--- config.mk ---
export PLATFORM = sky130hd
export DESIGN_NAME = dl_alu
export DESIGN_NICKNAME = d
export VERILOG_FILES = /design/src/logic/dl_lane.v /design/src/logic/dl_alu.v
export VERILOG_INCLUDE_DIRS = /design/src /design/src/logic
export SDC_FILE = /design/constraint.sdc
export NUM_CORES = 1
export LEC_CHECK = 0
export ABC_AREA = 1
export BUFFER_PORTS_ARGS = -buffer_cell sky130_fd_sc_hd__clkbuf_2
export CAP_MARGIN = 20
export CORE_MARGIN = 2
export CORE_UTILIZATION = 54
export DETAILED_ROUTE_END_ITERATION = 6
export PLACE_DENSITY = 0.95
export REMOVE_ABC_BUFFERS = 1
export SETUP_SLACK_MARGIN = 0.02
export SLEW_MARGIN = 20
export SYNTH_ARGS = -nofsm -noshare
export SYNTH_HDL_FRONTEND = slang
export SYNTH_SLANG_ARGS = --single-unit
export TNS_END_PERCENT = 20
--- constraint.sdc ---
create_clock -name core_clk -period 7.75 [get_ports core_clk]
set_input_delay 1.1625 -clock core_clk [delete_from_list [all_inputs] [get_ports core_clk]]
set_output_delay 1.1625 -clock core_clk [all_outputs]
set_load 0.05 [all_outputs]
--- src/logic/dl_alu_map.vh ---
// Constants for the dual 16-bit add/subtract datapath
`ifndef DL_ALU_MAP_VH
`define DL_ALU_MAP_VH

// Datapath widths and split point
`define DL_ACC_W        40
`define DL_LO_W         16
`define DL_HI_W         24
`define DL_HI_LSB       16
`define DL_ACC_MSB      39
`define DL_LO_MSB       15
`define DL_OVF_BIT      15
`define DL_SIGN_BIT     15

// Instruction fields
`define DL_OPC_PREFIX   8'hee
`define DL_F_SRC        7:6
`define DL_F_DST        5:4
`define DL_F_OP         3:1
`define DL_INSTR_BYTES  2'h3

// Operation codes in bits 3:1 of the third byte
`define DL_OP_ADDSUB_L  3'h6
`define DL_OP_SUB_AM    3'h1
`define DL_OP_SUB_TM    3'h3
`define DL_OP_ADDSUB_S  3'h7
`define DL_OP_SUB_MA    3'h2
`define DL_OP_SUB_MT    3'h5

// Saturation limits per lane
`define DL_LO_SAT_POS   16'h7fff
`define DL_LO_SAT_NEG   16'h8000
`define DL_HI_SAT_POS   24'h007fff
`define DL_HI_SAT_NEG   24'hff8000

// Paired-word address step
`define DL_ADDR_STEP    16'h0001

// Accumulator value after reset
`define DL_ACC_RST      40'h00_0000_0000

`endif

--- src/logic/dl_lane.v ---
// One arithmetic lane with overflow detection and saturation
`timescale 1ns/1ns
`default_nettype none

module dl_lane #(
  parameter         W       = 16,
  parameter         OVB     = 15,
  parameter [W-1:0] SAT_POS = {W{1'b0}},
  parameter [W-1:0] SAT_NEG = {W{1'b0}}
) (
  // Operands
  input  wire [W-1:0] a,
  input  wire [W-1:0] b,
  // Control
  input  wire         sub,
  input  wire         cin,
  input  wire         sat_en,
  input  wire         ovf_en,
  // Results
  output wire [W-1:0] res,
  output wire         ovf,
  output wire         carry
);

  wire [W-1:0]   b_eff;
  wire [W:0]     exact;
  wire [OVB+1:0] low_sum;
  wire           ovf_raw;

  // Subtraction is a + ~b + 1, so carry means no borrow
  assign b_eff   = sub ? ~b : b;
  assign exact   = {a[W-1], a} + {b_eff[W-1], b_eff} + {{W{1'b0}}, cin};
  assign low_sum = {1'b0, a[OVB:0]} + {1'b0, b_eff[OVB:0]} + {{(OVB+1){1'b0}}, cin};
  assign carry   = low_sum[OVB+1];

  // Exact result must fit a signed value whose sign sits at OVB
  assign ovf_raw = (|exact[W:OVB]) & ~(&exact[W:OVB]);
  assign ovf     = ovf_en & ovf_raw;
  // Direction comes from the sign of the exact, unwrapped result
  assign res     = (sat_en & ovf) ? (exact[W] ? SAT_NEG : SAT_POS) : exact[W-1:0];

endmodule // dl_lane

`default_nettype wire

--- src/logic/dl_alu.v ---
// Dual 16-bit add/subtract datapath with split 40-bit accumulator lanes
//
// Overview of operation
// RQ1 - Split unit into 16-bit low, 24-bit high
// RQ2 - Single memory word: low raw, high extended
// RQ3 - Temporary register: low raw, high extended
// RQ4 - Paired words: low word low, high extended
// RQ5 - Low word at address plus/minus one by parity
// RQ6 - Either lane overflow sets destination overflow
// RQ7 - Overflow at bits 15 and 31
// RQ8 - Carry from high lane at bit 31
// RQ9 - Saturation mode saturates each overflowed lane
// RQ10 - Limits 7FFF/8000 low, 007FFF/FF8000 high
// RQ11 - Legacy mode: no saturation, high overflow only
// RQ12 - Three bytes, one cycle, no parallel enable
// RQ13 - Add/subtract: high adds, low subtracts
// RQ14 - Four subtract operand orders per lane
// RQ15 - Decode prefix byte and operation field
// RQ16 - Repeatable back to back without restriction
// RQ17 - No carry from bit 15 into 16; outside dual mode the subtract forms carry across
`include "dl_alu_map.vh"
`timescale 1ns/1ns
`default_nettype none

module dl_alu (
  // Clock and reset
  input  wire        core_clk,
  input  wire        rst,
  // Instruction from the decoder
  input  wire        instr_valid,
  input  wire [7:0]  instr_byte0,
  input  wire [7:0]  instr_byte1,
  input  wire [7:0]  instr_byte2,
  input  wire        par_enable_bit,
  // Status mode bits
  input  wire        sign_ext_mode,
  input  wire        arith_saturate_mode,
  input  wire        legacy_compat_mode,
  input  wire        dual_lane_mode_bit,
  // Operand fetch
  input  wire [15:0] op_addr,
  output wire [15:0] msw_addr,
  output wire [15:0] lsw_addr,
  input  wire [15:0] msw_data,
  input  wire [15:0] lsw_data,
  output wire [1:0]  src_sel,
  input  wire [15:0] tmp_reg_data,
  input  wire [39:0] src_accumulator,
  // Decode status
  output wire        instr_hit,
  output wire [1:0]  instr_size,
  // Result
  output reg         res_valid_r,
  output reg  [1:0]  res_dst_sel_r,
  output reg  [39:0] dst_accumulator,
  output reg         dest_acc_overflow_flag,
  output reg         carry_flag,
  output reg         instr_reject_r
);

  // Decode
  wire [2:0] op_code;
  wire       prefix_ok;
  reg        op_known;
  wire       take;
  wire       reject;

  // Third byte: source select, destination select, operation, spare bit
  assign op_code   = instr_byte2[`DL_F_OP];
  assign prefix_ok = (instr_byte0 == `DL_OPC_PREFIX); // RQ15
  assign src_sel   = instr_byte2[`DL_F_SRC];

  always @*
  begin
    case (op_code) // RQ15
      `DL_OP_ADDSUB_L: op_known = 1'b1;
      `DL_OP_SUB_AM:   op_known = 1'b1;
      `DL_OP_SUB_TM:   op_known = 1'b1;
      `DL_OP_ADDSUB_S: op_known = 1'b1;
      `DL_OP_SUB_MA:   op_known = 1'b1;
      `DL_OP_SUB_MT:   op_known = 1'b1;
      default:         op_known = 1'b0;
    endcase
  end

  // These forms cannot be paired, so a set parallel-enable bit is refused
  assign instr_hit  = prefix_ok & op_known;
  assign instr_size = instr_hit ? `DL_INSTR_BYTES : 2'h0; // RQ12
  // No busy state: a repeat loop may issue one of these every cycle
  assign take       = instr_valid & instr_hit & ~par_enable_bit; // RQ16
  assign reject     = instr_valid & ~take;

  // Paired word alignment: high word always at the given address
  assign msw_addr = op_addr; // RQ5
  // Only bit 0 picks the step, so the pair never leaves its aligned couple
  assign lsw_addr = op_addr[0] ? (op_addr - `DL_ADDR_STEP)
                               : (op_addr + `DL_ADDR_STEP); // RQ5

  // Operand preparation
  wire [7:0]  msw_ext_bits;
  wire [7:0]  tmp_ext_bits;
  wire [23:0] msw_hi;
  wire [23:0] tmp_hi;
  wire [23:0] acc_hi;
  wire [15:0] acc_lo;

  // With extension off the high lane sees words as unsigned, so it may
  // overflow where the low lane does not
  assign msw_ext_bits = {8{sign_ext_mode & msw_data[`DL_SIGN_BIT]}};
  assign tmp_ext_bits = {8{sign_ext_mode & tmp_reg_data[`DL_SIGN_BIT]}};
  assign msw_hi       = {msw_ext_bits, msw_data};     // RQ2 RQ4
  assign tmp_hi       = {tmp_ext_bits, tmp_reg_data}; // RQ3
  // Guard bits ride with the high lane
  assign acc_hi       = src_accumulator[`DL_ACC_MSB:`DL_HI_LSB]; // RQ1
  assign acc_lo       = src_accumulator[`DL_LO_MSB:0];           // RQ1

  reg [23:0] hi_a;
  reg [23:0] hi_b;
  reg        hi_sub;
  reg [15:0] lo_a;
  reg [15:0] lo_b;
  reg        lo_sub;
  reg        same_op;

  always @*
  begin
    hi_a    = msw_hi;
    hi_b    = tmp_hi;
    hi_sub  = 1'b0;
    lo_a    = lsw_data;
    lo_b    = tmp_reg_data;
    lo_sub  = 1'b1;
    same_op = 1'b0;
    case (op_code)
      `DL_OP_ADDSUB_S:
      begin
        // Single word feeds both lanes
        hi_a = msw_hi;       // RQ2
        hi_b = tmp_hi;       // RQ13
        lo_a = msw_data;     // RQ2
        lo_b = tmp_reg_data; // RQ3
      end
      `DL_OP_ADDSUB_L:
      begin
        hi_a = msw_hi;       // RQ4
        hi_b = tmp_hi;       // RQ13
        lo_a = lsw_data;     // RQ4
        lo_b = tmp_reg_data; // RQ13
      end
      `DL_OP_SUB_AM:
      begin
        hi_a    = acc_hi; // RQ14
        hi_b    = msw_hi;
        hi_sub  = 1'b1;
        lo_a    = acc_lo;
        lo_b    = lsw_data;
        same_op = 1'b1;
      end
      `DL_OP_SUB_MA:
      begin
        hi_a    = msw_hi; // RQ14
        hi_b    = acc_hi;
        hi_sub  = 1'b1;
        lo_a    = lsw_data;
        lo_b    = acc_lo;
        same_op = 1'b1;
      end
      `DL_OP_SUB_TM:
      begin
        hi_a    = tmp_hi; // RQ14
        hi_b    = msw_hi;
        hi_sub  = 1'b1;
        lo_a    = tmp_reg_data;
        lo_b    = lsw_data;
        same_op = 1'b1;
      end
      `DL_OP_SUB_MT:
      begin
        hi_a    = msw_hi; // RQ14
        hi_b    = tmp_hi;
        hi_sub  = 1'b1;
        lo_a    = lsw_data;
        lo_b    = tmp_reg_data;
        same_op = 1'b1;
      end
      default:
      begin
        hi_a    = msw_hi;
        hi_b    = tmp_hi;
        hi_sub  = 1'b0;
        lo_a    = lsw_data;
        lo_b    = tmp_reg_data;
        lo_sub  = 1'b1;
        same_op = 1'b0;
      end
    endcase
  end

  // Mode handling
  wire chain;
  wire sat_en;
  wire lo_ovf_en;
  wire hi_cin;

  // Outside dual mode the same-operation forms act as one 40-bit unit;
  // mixed add/subtract has no meaningful chained form and stays split.
  assign chain     = ~dual_lane_mode_bit & same_op;
  // Legacy mode acts as if saturation were off, and hides low overflow
  assign sat_en    = arith_saturate_mode & ~legacy_compat_mode; // RQ9 RQ11
  assign lo_ovf_en = ~legacy_compat_mode & ~chain;              // RQ11
  // Limitation: a chained result keeps its raw low half even when the
  // high half saturates, since only bit 31 is checked there

  // Lanes
  // Both lanes check bit 15 of their own sum, which for the high lane
  // is bit 31 of the accumulator
  wire [15:0] lo_res;
  wire        lo_ovf;
  wire        lo_carry;
  wire [23:0] hi_res;
  wire        hi_ovf;
  wire        hi_carry;

  dl_lane #(
    .W       (`DL_LO_W),
    .OVB     (`DL_OVF_BIT),
    .SAT_POS (`DL_LO_SAT_POS),
    .SAT_NEG (`DL_LO_SAT_NEG)
  ) u_lo_lane (
    .a      (lo_a),
    .b      (lo_b),
    .sub    (lo_sub),
    .cin    (lo_sub),
    .sat_en (sat_en),    // RQ9 RQ10
    .ovf_en (lo_ovf_en), // RQ7
    .res    (lo_res),
    .ovf    (lo_ovf),
    .carry  (lo_carry)
  );

  // Dual mode blocks the low lane carry from the high lane
  assign hi_cin = chain ? lo_carry : hi_sub; // RQ17

  dl_lane #(
    .W       (`DL_HI_W),
    .OVB     (`DL_OVF_BIT),
    .SAT_POS (`DL_HI_SAT_POS),
    .SAT_NEG (`DL_HI_SAT_NEG)
  ) u_hi_lane (
    .a      (hi_a),
    .b      (hi_b),
    .sub    (hi_sub),
    .cin    (hi_cin),
    .sat_en (sat_en), // RQ9 RQ10
    .ovf_en (1'b1),   // RQ7
    .res    (hi_res),
    .ovf    (hi_ovf),
    .carry  (hi_carry)
  );

  // Result registers
  wire [39:0] acc_nxt;
  wire        ovf_nxt;

  assign acc_nxt = {hi_res, lo_res};   // RQ1
  assign ovf_nxt = lo_ovf | hi_ovf;    // RQ6

  // One-cycle status pulses, fresh on every edge so that a repeat loop
  // sees one pulse per accepted instruction
  always @(posedge core_clk)
  begin
    if (rst)
    begin
      res_valid_r            <= 1'b0;
      instr_reject_r         <= 1'b0;
      dest_acc_overflow_flag <= 1'b0;
    end
    else
    begin
      res_valid_r            <= take;           // RQ12
      instr_reject_r         <= reject;         // RQ15
      dest_acc_overflow_flag <= take & ovf_nxt; // RQ6
    end
  end

  // Held result: a refused instruction leaves the accumulator untouched
  always @(posedge core_clk)
  begin
    if (rst)
    begin
      res_dst_sel_r   <= 2'h0;
      dst_accumulator <= `DL_ACC_RST;
      carry_flag      <= 1'b0;
    end
    else if (take)
    begin
      res_dst_sel_r   <= instr_byte2[`DL_F_DST];
      dst_accumulator <= acc_nxt;  // RQ1
      carry_flag      <= hi_carry; // RQ8
    end
  end

endmodule // dl_alu

`default_nettype wire

* Word-level counts from Yosys, hierarchy flattened
Cells that the tools add are included.
Cells by class: add/subtract/negate cells 10, equal/unequal tests 7, mux-type cells 14, bitwise operators 25, reductions and logical operators 7
Operators by type and width (count):
- $pmux W24 S2 | 2
- $mux W24 | 3
- $add A16 B16 Y17 | 3
- $mux W16 | 3
- $pmux W16 S3 | 1
- $add A17 B1 Y17 const B | 2
- $pmux W16 S2 | 1
- $add A24 B24 Y25 | 1
- $add A25 B1 Y25 | 1
- $not A24 Y24 | 1
- $add A17 B1 Y17 | 1
- $add A16 B1 Y16 const B | 1
- $not A16 Y16 | 1
- $sub A16 B1 Y16 const B | 1
- $and A1 B1 Y1 | 15
- $reduce_and A10 Y1 | 1
- $reduce_or A10 Y1 | 1
- $eq A3 B3 Y1 const B | 3
- $eq A8 B8 Y1 const B | 1
- $not A1 Y1 | 7
- $eq A3 B2 Y1 const B | 2
- $reduce_or A6 Y1 | 1
- $reduce_or A2 Y1 | 2
- $reduce_or A4 Y1 | 1
- other kinds (5) | 7
Storage, ports and cells: register bits 46, bits of input ports 136, output and inout port bits 83

* Longest topological paths before layout
word-level depth 13, depth in mapped cells 40

* By module
Synthesis repeated with hierarchy kept, for this count alone.
Unflattened totals: cells, all modules 1501, area total of the unflattened synthesis 8045.2 µm²
Modules (own cells, without submodules):
- dl_alu | times used 1, cells each 768, area an instance 4230.3 µm², sequential area each 920.9 µm²
- dl_lane (u_hi_lane) | times used 1, cells each 499, area an instance 2512.4 µm², sequential area each 0.0 µm²
- dl_lane (u_lo_lane) | times used 1, cells each 234, area an instance 1302.5 µm², sequential area each 0.0 µm²

* Worst setup path before layout
OpenSTA, ideal clock, no wires.
path kind input-to-reg, start in instr_byte2[3], end reg dst_accumulator[36], library setup time 0.133 ns, data arrival time 5.784 ns, data required time 7.617 ns, path slack 1.833 ns, stages 36, path buffers 3, cells stage by stage buf_2 -> inv_1 -> nor3_1 -> nor2_1 -> buf_2 -> a2111oi_0 -> a21oi_1 -> ha_1 -> nand2_1 -> nor3_1 -> inv_1 -> o21ai_0 -> a21oi_1 -> nand2_1 -> o21ai_0 -> fa_1 -> fa_1 -> inv_1 -> nand3_1 -> nand3_1 -> nand2_1 -> nand2_2 -> nand2_1 -> nand2_1 -> nand2_1 -> nand2_1 -> inv_2 -> nand2_1 -> nor2_4 -> nand3_4 -> nand3_2 -> nand2_2 -> clkinv_4 -> buf_12 -> nand2_2 -> a21oi_2
On the way: word-level cells in the longest chain between the ends 13, elaborated cells between the ends (all ways) 34
Ends and longest elaborated chain:
- start: declaration | RTL line dl_alu.v:33 | input wire [7:0] instr_byte2,
- $eq A3 B2 Y1 / $eq A3 B1 Y1 (equally long branches) | RTL line dl_alu.v:75, dl_alu.v:134
- $reduce_or A2 Y1 (no source line)
- $pmux W16 S2 | RTL line dl_alu.v:134 | case (op_code)
- $not A16 Y16 | RTL line dl_lane.v:31 | assign b_eff = sub ? ~b : b;
- $add A16 B16 Y17 | RTL line dl_lane.v:33 | assign low_sum = {1'b0, a[OVB:0]} + {1'b0, b_eff[OVB:0]} + {{(OVB+1){1'b0}}, cin};
- $add A17 B1 Y17 | RTL line dl_lane.v:33
- $mux W1 | RTL line dl_alu.v:242 | assign hi_cin = chain ? lo_carry : hi_sub;
- $add A25 B1 Y25 | RTL line dl_lane.v:32 | assign exact = {a[W-1], a} + {b_eff[W-1], b_eff} + {{W{1'b0}}, cin};
- $reduce_and A10 Y1 | RTL line dl_lane.v:37 | assign ovf_raw = (|exact[W:OVB]) & ~(&exact[W:OVB]);
- $not A1 Y1 | RTL line dl_lane.v:37
- $and A1 B1 Y1 | RTL line dl_lane.v:37
- $and A1 B1 Y1 | RTL line dl_lane.v:40 | assign res = (sat_en & ovf) ? (exact[W] ? SAT_NEG : SAT_POS) : exact[W-1:0];
- $mux W24 | RTL line dl_lane.v:40
- end signal: assignment | RTL line dl_alu.v:292 | dst_accumulator <= `DL_ACC_RST;
- end signal: assignment | RTL line dl_alu.v:298 | dst_accumulator <= acc_nxt;
- end: declaration | RTL line dl_alu.v:55 | output reg [39:0] dst_accumulator,
Parallel ways exist; a longest one is shown, timed or not. A chain may end at the register's enable or synchronous reset.

* Worst setup path in the final report
start in instr_byte2[1], end reg dst_accumulator[32]
Same word-level chain as after synthesis.

==> results by group <==
Power
  – Total Power: roughly 1.3 mW
  – Leakage power total: roughly 4.9 nW
  – VDD IR-drop max: roughly 110 µV
  – PwrDens: around 160 nW/µm²

Clock tree
  – # clock sinks: 46
  – Cts repair resizes: 0
  – Clk_lat worst skew: approximately 300 ps
  – Setup repair bufs after CTS: 0
  – H-tree Lvls: 2
  – Clk buf depth: 2
  – CTS clk-pin slew, worst paths: ~70 ps
  – CTS buffer count: 5
  – CTS root buf: clkbuf_16
  – CTS tree: done
  – # hold bufs at CTS: 0

Drt
  – Via count: approximately 8700
  – DR WL/cell: 14.45 µm
  – DRC: 0
  – DRT antenna net count: 0
  – Vias/cell: between 5 and 6
  – Pre-antenna DRT Iters: 7
  – Initial drt markers: 670
  – Final wirelength: roughly 23000 µm

Timing
  – Hold slack: ~460 ps
  – Period utilization: between 80 and 90%
  – Unrepaired setup endpoints after global routing: false
  – Final Hold Fails: 0
  – Worst-Margin Slew: approximately 900 ps
  – Setup WS post-layout: 1136 ps
  – Final setup TNS: 0 ps
  – Slew Viols, Final: 0
  – Relative slew slack: between 30% and 40%
  – Final setup vio count: 0
  – Clock Skews: 0 ps
  – Fmax: between 0.15 and 0.2 GHz
  – Fin crit period: between 6000 and 7000 ps

Finish
  – Post-route design area: around 8500 µm²
  – Nets@finish: between 1500 and 2000
  – Antenna cells: 0
  – Fin cells: 1577
  – Share of cells above drive strength 1: between 20 and 25%
  – Area growth, synth to finish: 15.34%
  – Final core occ: 63.90%

Setup path
  – R2R Path Start: dst_accumulator[9]
  – Most used cell, CP: nand2_1
  – Critical Path Start Type: primary input
  – Crit path buffers/inverters: 4
  – Worst-path fanout max: 24
  – Flop-to-flop setup slack: 7000 ps
  – Reg2reg path depth: 3
  – CP endpoint kind: register
  – Worst path arrival time: around 6800 ps
  – CP max stage delay: 530 ps
  – Crit path max-delay cell type: inv_1
  – Reg-to-reg endpoint: dst_accumulator[9]
  – Setup CP Type: in -> reg
  – Top delay family on crit path: simple AND/OR/NAND/NOR gates
  – Worst Path Required: between 7000 and 8000 ps

Die
  – Die W: 120.8 µm
  – Core Area: 13300 µm²
  – Top Ports: 219
  – Std cell rows: 42
  – Starting Density: between 50 and 60%
  – Die height: 120.8 µm
  – Die area: about 15000 µm²

Synthesis
  – Count leader, synth: nand2_1
  – Yosys top cell area share: about 16%
  – Avg Inst Size Synth: between 5 and 6 µm²
  – Adder-cell share of the synthesized area: approximately a tenth
  – Mux cell area share after synthesis: 0%
  – Cell Area, Synth: 7366 µm²
  – XOR/XNOR share of the synthesized area: approximately 6.7%
  – Async S/R FF share, synth: 0%
  – Synth Area in Compound Gates: between 20% and 30%
  – Post-Synthesis Cells: between 1000 and 1500
  – Main flop type after synthesis: dfxtp_1
  – #FFs+latches synth: 46
  – Warnings from Yosys: 0
  – Seq/Total Area, Yosys: roughly 13%
  – Post-Synth Simple-Gate Area: between 30% and 40%
  – Post-synth EDFFs: 0
  – Largest area contributor in the netlist: nand2_1
  – Synth area leaders: nand2_1, dfxtp_1, inv_1
  – Main combinational cell family by area after synthesis: simple AND/OR/NAND/NOR gates
  – Library cells used by synthesis: 56
  – Post-synth top cells: nand2_1, inv_1, o21ai_0

Placed design
  – Port Buffers: about 210
  – Placed Area: roughly 8300 µm²
  – Placed insts: between 1500 and 2000
  – Post-DP HPWL: ~18000 µm
  – Pre-CTS setup slack: between 1000 and 1500 ps
  – GP Congestion: 0.9878

Run
  – Total of max-cap violations: 0

Global routing
  – Grt ovf: 0
  – First-pass GRT wire length: around 37000 µm
  – Tot GR Track Use: 30.67%
  – Number of global-route vias before repair: ~8000
  – Initial antenna violation count: 0
  – Pin count of the biggest net entering global routing: 37

Hold path
  – WHS Endpoint: dst_accumulator[18]
  – Hold Startpoint: dst_accumulator[18]
  – Hold depth: 2
  – Hold Crit Class: reg -> reg

Outcome
  – Run status: complete, no violations
-- per-layer routing --
layer	vias up	track usage [%]	share of wire [%]	wire length (µm)
li1	4288	-	-	-
met5	-	0	0	0
met4	0	13.15	4.5	1029
met2	468	53.21	46	10460
met3	97	4.387	9.3	2122
met1	3838	37.66	40	9181
-- flip-flops by register name (all words and copies together) (netlist names) --
name	cells
instr_reject_r	1
dest_acc_overflow_flag	1
dst_accumulator	40
res_valid_r	1
res_dst_sel_r	2
carry_flag	1
-- report_power, final --
| group | internal (mW) | total [mW] | switching [mW] |
|---|---|---|---|
| sequential | 0.237 | 0.237 | 0.000163 |
| clock | 0.120 | 0.222 | 0.103 |
| combinational | 0.291 | 0.880 | 0.589 |
| total | 0.648 | 1.34 | 0.691 |
-- cell type report --
class                           count  area (µm²)
Clock buffer                        5       125.1
Clock inverter                      3       21.27
Fill cell                        1242        4800
Inverter                          212       800.8
Multi-Input combinational cell    917        5284
Sequential cell                    46       920.9
Tap cell                          176       220.2
Timing Repair Buffer              218        1124
-- worst register-to-register path, stage by stage, from the launching register on --
cell     delay, ps
dfxtp_1        310
o21ai_0        190
a21o_1         120
inv_1           40
-- cells in the final DEF, fill, tap and decap left out, types with 7 or more instances in the layout --
cell type,instances
clkbuf_2,205
o2bb2ai_1,7
nand2_2,35
nand4_1,13
a31oi_1,7
o21ai_0,126
nor3_1,7
nand3_1,39
a21oi_1,71
o22ai_1,15
inv_2,20
a2111oi_0,7
buf_4,13
xor2_1,48
nor2_1,64
inv_1,190
nand2_1,318
a21o_1,14
xnor2_1,8
a22oi_1,9
a21oi_2,20
dfxtp_1,46
ha_1,54
nand3_2,9
-- worst max-delay path by stage --
stage | from | endpoint | slack, ps | cells past startpoint
2_1_floorplan | instr_byte2[3] | dst_accumulator[31] | 970 | 37
3_3_place_gp | instr_byte2[1] | dst_accumulator[33] | 1160 | 35
3_5_place_dp | instr_byte2[1] | dst_accumulator[33] | 1000 | 35
4_1_cts | instr_byte2[1] | dst_accumulator[33] | 1300 | 35
5_1_grt | instr_byte2[1] | dst_accumulator[18] | 720 | 33
6_report | instr_byte2[1] | dst_accumulator[32] | 1140 | 33
-- cells by family after synthesis --
| kind of cell | after synthesis |
|---|---|
| simple gates | 515 |
| xor+xnor | 56 |
| compound gates | 289 |
| fa+ha+maj | 57 |
| flops | 46 |
| buf+inv | 268 |
Power figures use the tool's default switching activity.
